File: src/hw/group_walk_pkg.sv
package group_walk_pkg;

  // Header opcode fields of the walk and single-group commands.
  localparam logic [2:0] CMD_TYPE_GFX        = 3'h3;
  localparam logic [1:0] CMD_PIPE_MEDIA      = 2'h2;
  localparam logic [2:0] CMD_OPCODE          = 3'h1;
  localparam logic [7:0] SUBOP_WALK          = 8'h05;
  localparam logic [7:0] SUBOP_SINGLE        = 8'h04;
  localparam logic [7:0] WALK_LENGTH_VALUE   = 8'h09;
  localparam logic [7:0] SINGLE_LENGTH_VALUE = 8'h06;

  // Header field positions.
  localparam int HDR_TYPE_LSB   = 29;
  localparam int HDR_PIPE_LSB   = 27;
  localparam int HDR_OPC_LSB    = 24;
  localparam int HDR_SUBOP_LSB  = 16;
  localparam int HDR_INDIRECT   = 10;
  localparam int HDR_PRED       = 8;

  // Dword 2 field positions of the walk command.
  localparam int SIMD_LSB       = 30;
  localparam int DEPTH_LSB      = 16;
  localparam int HEIGHT_LSB     = 8;
  localparam int WIDTH_LSB      = 0;

  // Indirect pointer alignment: low 6 bits (64 bytes) and top bits 31:29 zero.
  localparam logic [31:0] PTR_ALIGN_MASK = 32'he000_003f;

  // Width field codes and the matching channel masks.
  localparam logic [1:0]  SIMD8_CODE  = 2'h0;
  localparam logic [1:0]  SIMD16_CODE = 2'h1;
  localparam logic [1:0]  SIMD32_CODE = 2'h2;
  localparam logic [31:0] MASK8       = 32'h0000_00ff;
  localparam logic [31:0] MASK16      = 32'h0000_ffff;
  localparam logic [31:0] MASK32      = 32'hffff_ffff;

  // Thread dispatch record handed to the execution side.
  typedef struct packed {
    logic [31:0] group_x;
    logic [31:0] group_y;
    logic [31:0] group_z;
    logic [31:0] chan_mask;
    logic [1:0]  simd;
    logic [5:0]  desc_offset;
    logic [17:0] thread_max;
    logic [31:0] indirect_ptr;
    logic        indirect_valid;
  } dispatch_type;

  typedef enum logic [2:0] {
    ST_IDLE  = 3'b000,
    ST_FETCH = 3'b001,
    ST_WALK  = 3'b010,
    ST_DRAIN = 3'b011,
    ST_ERR   = 3'b100
  } walk_state_type;

endpackage : group_walk_pkg

File: src/hw/compute_group_walker_decoder.sv
// Functional notes
// RULE1: Indirect pointer offset, 64-byte aligned, top bits zero.
// RULE2: Zero indirect length means pointer ignored.
// RULE3: Single command gives full X, Y, Z coordinates.
// RULE4: Mask bit n enables channel n.
// RULE5: Narrow dispatches use low mask bits.
// RULE6: Masked-off channels make no memory access.
// RULE7: Software flushes memory before dependent walks.
// RULE8: Header bit 10 selects dimension registers.
// RULE9: Predicate enabled and state zero skips command.
// RULE10: Length field is count minus two, 9.
// RULE11: Descriptor offset is six-bit unit index.
// RULE12: Width code picks 8, 16, 32 mask bits.
// RULE13: Kernel width must match declared width.
// RULE14: Thread maxima from dword 2 fields.
// RULE15: Thread maxima product bounded by width.
// RULE16: X starts at start, wraps to zero.
// RULE17: Y starts at start, wraps to zero.
// RULE18: Z starts at starting Z dword.
// RULE19: Dimension dwords are counts, max is minus one.
// RULE20: Walk opcode 3/2/1/5, reserved bits zero.
// RULE21: Edge masks at last X and Y.
// RULE22: X fastest, then Y, then Z.
`timescale 1ns/100ps
module compute_group_walker_decoder
  import group_walk_pkg::*;
(
  // Clock and reset.
  input  wire logic         MCLK,
  input  wire logic         NRST,
  // Command dword stream from the parser.
  input  wire logic         CMD_VALID,
  input  wire logic [31:0]  CMD_DATA,
  output logic              CMD_READY,
  // Pipeline state.
  input  wire logic         PREDICATE_STATE,
  input  wire logic [31:0]  DIM_X,
  input  wire logic [31:0]  DIM_Y,
  input  wire logic [31:0]  DIM_Z,
  // Thread dispatch output.
  output dispatch_type      DISPATCH,
  output logic              DISPATCH_VALID,
  input  wire logic         DISPATCH_READY,
  // Status.
  output logic              CMD_ERROR,
  output logic              BUSY
);

  ////////////////////////////////////////////////////////////////////////////
  walk_state_type     state_reg, state_next;
  logic [31:0]        dw_reg [0:10];
  logic [31:0]        dw_next [0:10];
  logic [3:0]         idx_reg, idx_next;
  logic [3:0]         last_reg, last_next;
  logic               walk_reg, walk_next;
  logic               skip_reg, skip_next;
  logic [31:0]        x_reg, x_next, y_reg, y_next, z_reg, z_next;
  logic [31:0]        dimx_reg, dimx_next, dimy_reg, dimy_next, dimz_reg, dimz_next;
  dispatch_type       disp_reg, disp_next;
  logic               dval_reg, dval_next;
  logic               err_reg, err_next;
  logic               hdr_ok, ptr_ok;
  logic [31:0]        width_mask, edge_mask;
  logic               at_last_x, at_last_y, at_last_z;

  // Header decode, live mask bits, walk edges and pointer alignment.
  // Counts of zero are treated as a single group so the walk always ends.
  always_comb begin
    hdr_ok = CMD_DATA[31:HDR_TYPE_LSB] == CMD_TYPE_GFX                   // RULE20
          && CMD_DATA[HDR_TYPE_LSB-1:HDR_PIPE_LSB] == CMD_PIPE_MEDIA
          && CMD_DATA[HDR_PIPE_LSB-1:HDR_OPC_LSB] == CMD_OPCODE;
    case (dw_reg[2][31:SIMD_LSB])                                         // RULE12
      SIMD8_CODE:  width_mask = MASK8;
      SIMD16_CODE: width_mask = MASK16;
      default:     width_mask = MASK32;
    endcase
    at_last_x = (x_reg + 32'h1 >= dimx_reg);                              // RULE19
    at_last_y = (y_reg + 32'h1 >= dimy_reg);
    at_last_z = (z_reg + 32'h1 >= dimz_reg);
    edge_mask = width_mask & (at_last_x ? dw_reg[9] : MASK32)             // RULE21
                           & (at_last_y ? dw_reg[10] : MASK32);
    ptr_ok = (dw_reg[3] & PTR_ALIGN_MASK) == 32'h0;                       // RULE1
  end

  ////////////////////////////////////////////////////////////////////////////
  // Command sequencer and walker next state.
  always_comb begin
    state_next = state_reg;
    for (int i = 0; i < 11; i++) begin
      dw_next[i] = dw_reg[i];
    end
    idx_next  = idx_reg;
    last_next = last_reg;
    walk_next = walk_reg;
    skip_next = skip_reg;
    x_next = x_reg;
    y_next = y_reg;
    z_next = z_reg;
    dimx_next = dimx_reg;
    dimy_next = dimy_reg;
    dimz_next = dimz_reg;
    disp_next = disp_reg;
    dval_next = dval_reg && !DISPATCH_READY;
    err_next  = 1'b0;
    case (state_reg)
      ST_IDLE: begin
        if (CMD_VALID && CMD_READY) begin                                 // Ready is low just after reset.
          dw_next[0] = CMD_DATA;
          idx_next   = 4'h1;
          skip_next  = CMD_DATA[HDR_PRED] && !PREDICATE_STATE;            // RULE9
          if (hdr_ok && CMD_DATA[23:16] == SUBOP_WALK
              && CMD_DATA[7:0] == WALK_LENGTH_VALUE                        // RULE10
              && CMD_DATA[15:11] == 5'h0 && !CMD_DATA[9]) begin           // RULE20
            walk_next  = 1'b1;
            last_next  = 4'ha;
            state_next = ST_FETCH;
          end else if (hdr_ok && CMD_DATA[23:16] == SUBOP_SINGLE
              && CMD_DATA[7:0] == SINGLE_LENGTH_VALUE) begin              // RULE10
            walk_next  = 1'b0;
            last_next  = 4'h7;
            state_next = ST_FETCH;
          end else begin
            err_next = 1'b1;
          end
        end
      end
      ST_FETCH: begin
        if (CMD_VALID && CMD_READY) begin
          dw_next[idx_reg] = CMD_DATA;
          idx_next = idx_reg + 4'h1;
          if (idx_reg == last_reg) begin
            state_next = skip_reg ? ST_IDLE : ST_WALK;                    // RULE9
          end
        end
      end
      ST_WALK: begin
        // Load the walk origin and the group counts, or the single group's coordinates.
        if (walk_reg) begin
          x_next = dw_reg[3];                                             // RULE16
          y_next = dw_reg[5];                                             // RULE17
          z_next = dw_reg[7];                                             // RULE18
          dimx_next = dw_reg[0][HDR_INDIRECT] ? DIM_X : dw_reg[4];        // RULE8
          dimy_next = dw_reg[0][HDR_INDIRECT] ? DIM_Y : dw_reg[6];
          dimz_next = dw_reg[0][HDR_INDIRECT] ? DIM_Z : dw_reg[8];
        end else begin
          x_next = dw_reg[4];                                             // RULE3
          y_next = dw_reg[5];
          z_next = dw_reg[6];
        end
        state_next = ST_DRAIN;
      end
      ST_DRAIN: begin
        if (!dval_reg || DISPATCH_READY) begin
          dval_next = 1'b1;
          disp_next.group_x = x_reg;
          disp_next.group_y = y_reg;
          disp_next.group_z = z_reg;
          disp_next.desc_offset = dw_reg[1][5:0];                         // RULE11
          if (walk_reg) begin
            disp_next.chan_mask = edge_mask;                              // RULE6
            disp_next.simd = dw_reg[2][31:SIMD_LSB];                      // RULE12
            disp_next.thread_max = {dw_reg[2][DEPTH_LSB+5:DEPTH_LSB],     // RULE14
                                    dw_reg[2][HEIGHT_LSB+5:HEIGHT_LSB],
                                    dw_reg[2][WIDTH_LSB+5:WIDTH_LSB]};
            disp_next.indirect_ptr = 32'h0;
            disp_next.indirect_valid = 1'b0;
            // Step X fastest, wrapping X and Y to zero, not to their start; Z only counts up to the end.
            if (!at_last_x) begin                                         // RULE22
              x_next = x_reg + 32'h1;
            end else begin
              x_next = 32'h0;                                             // RULE16
              if (!at_last_y) begin
                y_next = y_reg + 32'h1;
              end else begin
                y_next = 32'h0;                                           // RULE17
                z_next = z_reg + 32'h1;
                if (at_last_z) begin
                  state_next = ST_IDLE;
                end
              end
            end
          end else begin
            disp_next.chan_mask = dw_reg[7];                              // RULE4
            disp_next.simd = SIMD32_CODE;
            disp_next.thread_max = 18'h0;
            // A zero indirect length disables the pointer entirely.
            disp_next.indirect_valid = (dw_reg[2][16:0] != 17'h0);        // RULE2
            disp_next.indirect_ptr = disp_next.indirect_valid ? dw_reg[3] : 32'h0;
            err_next = disp_next.indirect_valid && !ptr_ok;               // RULE1
            state_next = ST_IDLE;
          end
        end
      end
      default: state_next = ST_IDLE;
    endcase
  end

  // State registers.
  always_ff @(posedge MCLK or negedge NRST) begin
    if (!NRST) begin
      state_reg <= ST_IDLE;
      for (int i = 0; i < 11; i++) begin
        dw_reg[i] <= 32'h0;
      end
      idx_reg  <= 4'h0;
      last_reg <= 4'h0;
      walk_reg <= 1'b0;
      skip_reg <= 1'b0;
      x_reg <= 32'h0;
      y_reg <= 32'h0;
      z_reg <= 32'h0;
      dimx_reg <= 32'h0;
      dimy_reg <= 32'h0;
      dimz_reg <= 32'h0;
      disp_reg <= '0;
      dval_reg <= 1'b0;
      err_reg  <= 1'b0;
      CMD_READY <= 1'b0;
      BUSY <= 1'b0;
    end else begin
      state_reg <= state_next;
      for (int i = 0; i < 11; i++) begin
        dw_reg[i] <= dw_next[i];
      end
      idx_reg  <= idx_next;
      last_reg <= last_next;
      walk_reg <= walk_next;
      skip_reg <= skip_next;
      x_reg <= x_next;
      y_reg <= y_next;
      z_reg <= z_next;
      dimx_reg <= dimx_next;
      dimy_reg <= dimy_next;
      dimz_reg <= dimz_next;
      disp_reg <= disp_next;
      dval_reg <= dval_next;
      err_reg  <= err_next;
      // Ready is registered, so it only opens in the idle and fetch states.
      CMD_READY <= (state_next == ST_IDLE) || (state_next == ST_FETCH);
      BUSY <= (state_next != ST_IDLE) || dval_next;
    end
  end

  assign DISPATCH       = disp_reg;
  assign DISPATCH_VALID = dval_reg;
  assign CMD_ERROR      = err_reg;
endmodule : compute_group_walker_decoder

File: config.mk
export PLATFORM = sky130hd
export DESIGN_NAME = compute_group_walker_decoder
export DESIGN_NICKNAME = d
export VERILOG_FILES = /design/src/hw/group_walk_pkg.sv /design/src/hw/compute_group_walker_decoder.sv
export SDC_FILE = /design/constraint.sdc
export NUM_CORES = 1
export LEC_CHECK = 0
export BUFFER_PORTS_ARGS = -buffer_cell sky130_fd_sc_hd__buf_2
export CORE_UTILIZATION = 50
export DETAILED_ROUTE_END_ITERATION = 8
export PLACE_DENSITY = 0.69
export SYNTH_ARGS = -nofsm -noshare
export SYNTH_HDL_FRONTEND = slang
export SYNTH_SLANG_ARGS = --single-unit
export TNS_END_PERCENT = 50
File: constraint.sdc
create_clock -name MCLK -period 5 [get_ports MCLK]
set_input_delay 0.25 -clock MCLK [delete_from_list [all_inputs] [get_ports MCLK]]
set_output_delay 0.25 -clock MCLK [all_outputs]
set_load 0.03 [all_outputs]
==> flow_metrics.env <==
export IMPL_status="completed"
export IMPL_busiest_layer="met2"
export IMPL_post_place_ws_ns=0.510
export IMPL_power_frac_comb=0.173
export IMPL_min_path_type="input port to register"
export IMPL_fin_ws_ns=0.442
export IMPL_grt_pass1_vias=24900
export IMPL_r2r_cells=16
export IMPL_netlist_top_cells_area="dfrtp_1, mux2_2, nand2_1"
export IMPL_die_h_um=258
export IMPL_finalSetupViolations=0
export IMPL_crit_path_start="x_reg[0]$_DFFE_PN0P_"
export IMPL_period_share=0.912
export IMPL_layout_min_cycle_time_ns=4.56
export IMPL_coreArea_mm2=0.0645
export IMPL_slew_viol_final=0
export IMPL_clk_latency_ns=0.63
export IMPL_drc=0
export IMPL_yosysUniqueCellTypes=63
export IMPL_maxCapViolCount=0
export IMPL_switching_power_w=0.00422
export IMPL_worstHoldStart="DIM_Z[26]"
export IMPL_r2r_start="x_reg[0]$_DFFE_PN0P_"
export IMPL_mappedNetlistNets=3400
export IMPL_ys_seq_area_frac=0.522
export IMPL_place_hpwl_um=69400
export IMPL_vias_per_cell=5.87
export IMPL_synth_top_flop_cell="dfrtp_1"
export IMPL_drive_above_1_share=0.222
export IMPL_dieArea_mm2=0.0663
export IMPL_max_stage_delay_ns=0.51
export IMPL_grtUsageMet3=0.0417
export IMPL_syn_cell_area_mm2=0.0326
export IMPL_start_util=0.506
export IMPL_r2r_end="z_reg[20]$_DFFE_PN0P_"
export IMPL_power_density_mw_per_mm2=366
export IMPL_synth_async_reset_ratio=1.00
export IMPL_setup_worst_path_class="register to register"
export IMPL_yosysTopAreaCellShare=0.522
export IMPL_clock_skew_ns=0.0458
export IMPL_synth_largest_area_cell="dfrtp_1"
export IMPL_ir_drop_mv=0.266
export IMPL_fin_util=0.593
export IMPL_grt_usage=0.314
export IMPL_worstPathRequired_ns=5.49
export IMPL_grt_pass1_wl_um=157000
export IMPL_path_clk_slew_ns=0.06
export IMPL_synth_edf_count=0
export IMPL_end_kind="register"
export IMPL_ant_nets=0
export IMPL_clkSinkCount=681
export IMPL_grtUsageMet2=0.488
export IMPL_final_cell_mix="dfrtp_1, nand2_1, buf_2"
export IMPL_pin_count=324
export IMPL_hold_viol=0
export IMPL_cts_tree="built"
export IMPL_first_iter_violations=2376
export IMPL_critPathLaunchType="register"
export IMPL_place_gp_congestion=0.921
export IMPL_num_rows=93
export IMPL_final_cell_area_mm2=0.0383
export IMPL_synthCells=3164
export IMPL_cts_root_buffer="clkbuf_16"
export IMPL_grt_max_degree=193
export IMPL_timing_fmax_ghz=0.219
export IMPL_h_tree_depth=3
export IMPL_antenna_found_initial=7
export IMPL_power_leakage_nw=20.0
export IMPL_ff2ff_setup_slack_ns=0.44
export IMPL_wl_per_cell_um=23.8
export IMPL_maxSlewHeadroom=0.229
export IMPL_post_dp_cell_area_mm2=0.0351
export IMPL_slowest_stage="dfrtp_1"
export IMPL_worst_pin_slew_ns=1.15
export IMPL_die_w_um=258
export IMPL_ys_warn_count=0
export IMPL_clkPwrFrac=0.371
export IMPL_grt_met1_usage=0.450
export IMPL_routed_wl_um=105000
export IMPL_synth_avg_cell_area_um2=10.3
export IMPL_seqPwrFrac=0.456
export IMPL_cp_cell_sequence="ha_1 > nand3_1 > nor4_1 > and3_1 > nand2_1 > xnor2_1 > ha_1 > nand4_1 > nor4_1 > o21ai_0 > a31oi_1 > buf_4 > o21ai_4 > buf_12 > o31ai_1 > o21ai_0"
export IMPL_cp_endpoint="z_reg[20]$_DFFE_PN0P_"
export IMPL_final_setup_tns_ns=0
export IMPL_synth_seq_cells=681
export IMPL_port_buffers=323
export IMPL_vias=25900
export IMPL_grt_overflow=0
export IMPL_cts_resized=0
export IMPL_cts_made_buffers=74
export IMPL_crit_fanout=88
export IMPL_rsz0062_at_grt="false"
export IMPL_clockBufferDepth=3
export IMPL_area_growth_pct=17.2
export IMPL_nNetsFinal=3731
export IMPL_final_common_cell="dfrtp_1"
export IMPL_largest_register_ffs=287
export IMPL_first_pass_iters=5
export IMPL_internal_power_w=0.00978
export IMPL_cp_arrival_ns=5.05
export IMPL_p_sw_frac=0.302
cells in the mapped netlist (all sizes together), types with 7 or more instances:
cell,count
ha,103
nor2,255
or2,7
xor2,30
nand4,38
xnor2,62
o22ai,81
buf,48
a31oi,41
a22oi,11
inv,128
dfrtp,681
a21oi,215
a22o,34
o21ai,148
clkbuf,162
and3,17
and2,8
nor3,33
mux2i,152
nand2,429
mux2,285
a21o,11
a2bb2oi,12
nor4,19
nand3,69
how the worst min path moves through the flow:
stage	to	depth (start not counted)
after global placement	DISPATCH[166]$_DFFE_PN0P_	1
after global routing	dimz_reg[26]$_DFFE_PN0P_	3
after CTS	dimz_reg[26]$_DFFE_PN0P_	3
after detailed placement	DISPATCH[164]$_DFFE_PN0P_	1
after floorplan	BUSY$_DFF_PN0_	0
final	dimz_reg[26]$_DFFE_PN0P_	3
stage by stage:
step / hold WS [ns] / std cells / power [W]
6_report: 0.0277 / 4401 / 0.0140
5_1_grt: 0.0333 / 4399 / 0.0146
4_1_cts: 0.000939 / 4399 / 0.0141
3_5_place_dp: 0.283 / 4182 / 0.00880
3_3_place_gp: 0.289 / 4182 / 0.00876
2_1_floorplan: -0.0456 / 3164 / 0.00786
layer usage:
metal / routed length [um] / share of wire / up-vias
met3: 7330 / 0.070 / 171
met5: 0 / 0 / -
met2: 48200 / 0.46 / 1049
li1: - / - / 11700
met4: 3540 / 0.034 / 0
met1: 45800 / 0.44 / 12900
logic make-up (layout without fill, tap and decap cells):
logic type | after synthesis | after routing | synth area share
simple gates | 912 | 912 | 0.121
flops | 681 | 681 | 0.522
compound gates | 599 | 599 | 0.109
mux | 437 | 437 | 0.145
buf+inv | 339 | 719 | 0.0395
fa+ha+maj | 103 | 103 | 0.0395
xor+xnor | 92 | 92 | 0.0247
other cells | 1 | 3 | 0.000115
area by class of cell:
| type | count | area (um2) |
|---|---|---|
| multi-input cells | 2144 | 14400 |
| diodes | 2 | 5.00 |
| repair buffers | 465 | 3040 |
| fillers | 5529 | 26200 |
| clock inverters | 22 | 135 |
| clock buffers | 103 | 2100 |
| well taps | 855 | 1070 |
| flip-flops and latches | 681 | 17000 |
| inverters | 129 | 484 |
power groups by stage:
| stage | Sequential (W) | Clock, W | Combinational, W |
|---|---|---|---|
| 5_1_grt | 0.00644 | 0.00546 | 0.00265 |
| 4_1_cts | 0.00638 | 0.00527 | 0.00241 |
| 3_5_place_dp | 0.00647 | 0 | 0.00233 |
| 2_1_floorplan | 0.00653 | 0 | 0.00133 |
| 6_report | 0.00639 | 0.00520 | 0.00242 |
| 3_3_place_gp | 0.00646 | 0 | 0.00230 |
worst max-delay path: cells and delay by family (launching register included):
kind,cells,cell delay [ns]
AO/OA/AOI/OAI,5,1.00
XOR/XNOR,1,0.15
adder cells (fa/ha/maj),2,0.67
buffers and inverters,2,0.47
flip-flops,1,0.51
AND/OR/NAND/NOR,6,1.52
timing repair:
action	CTS	global route
hold buffers	92	0
hold endpoints to repair	160	0
setup buffers	0	0
(Power assumes the default switching activity.)
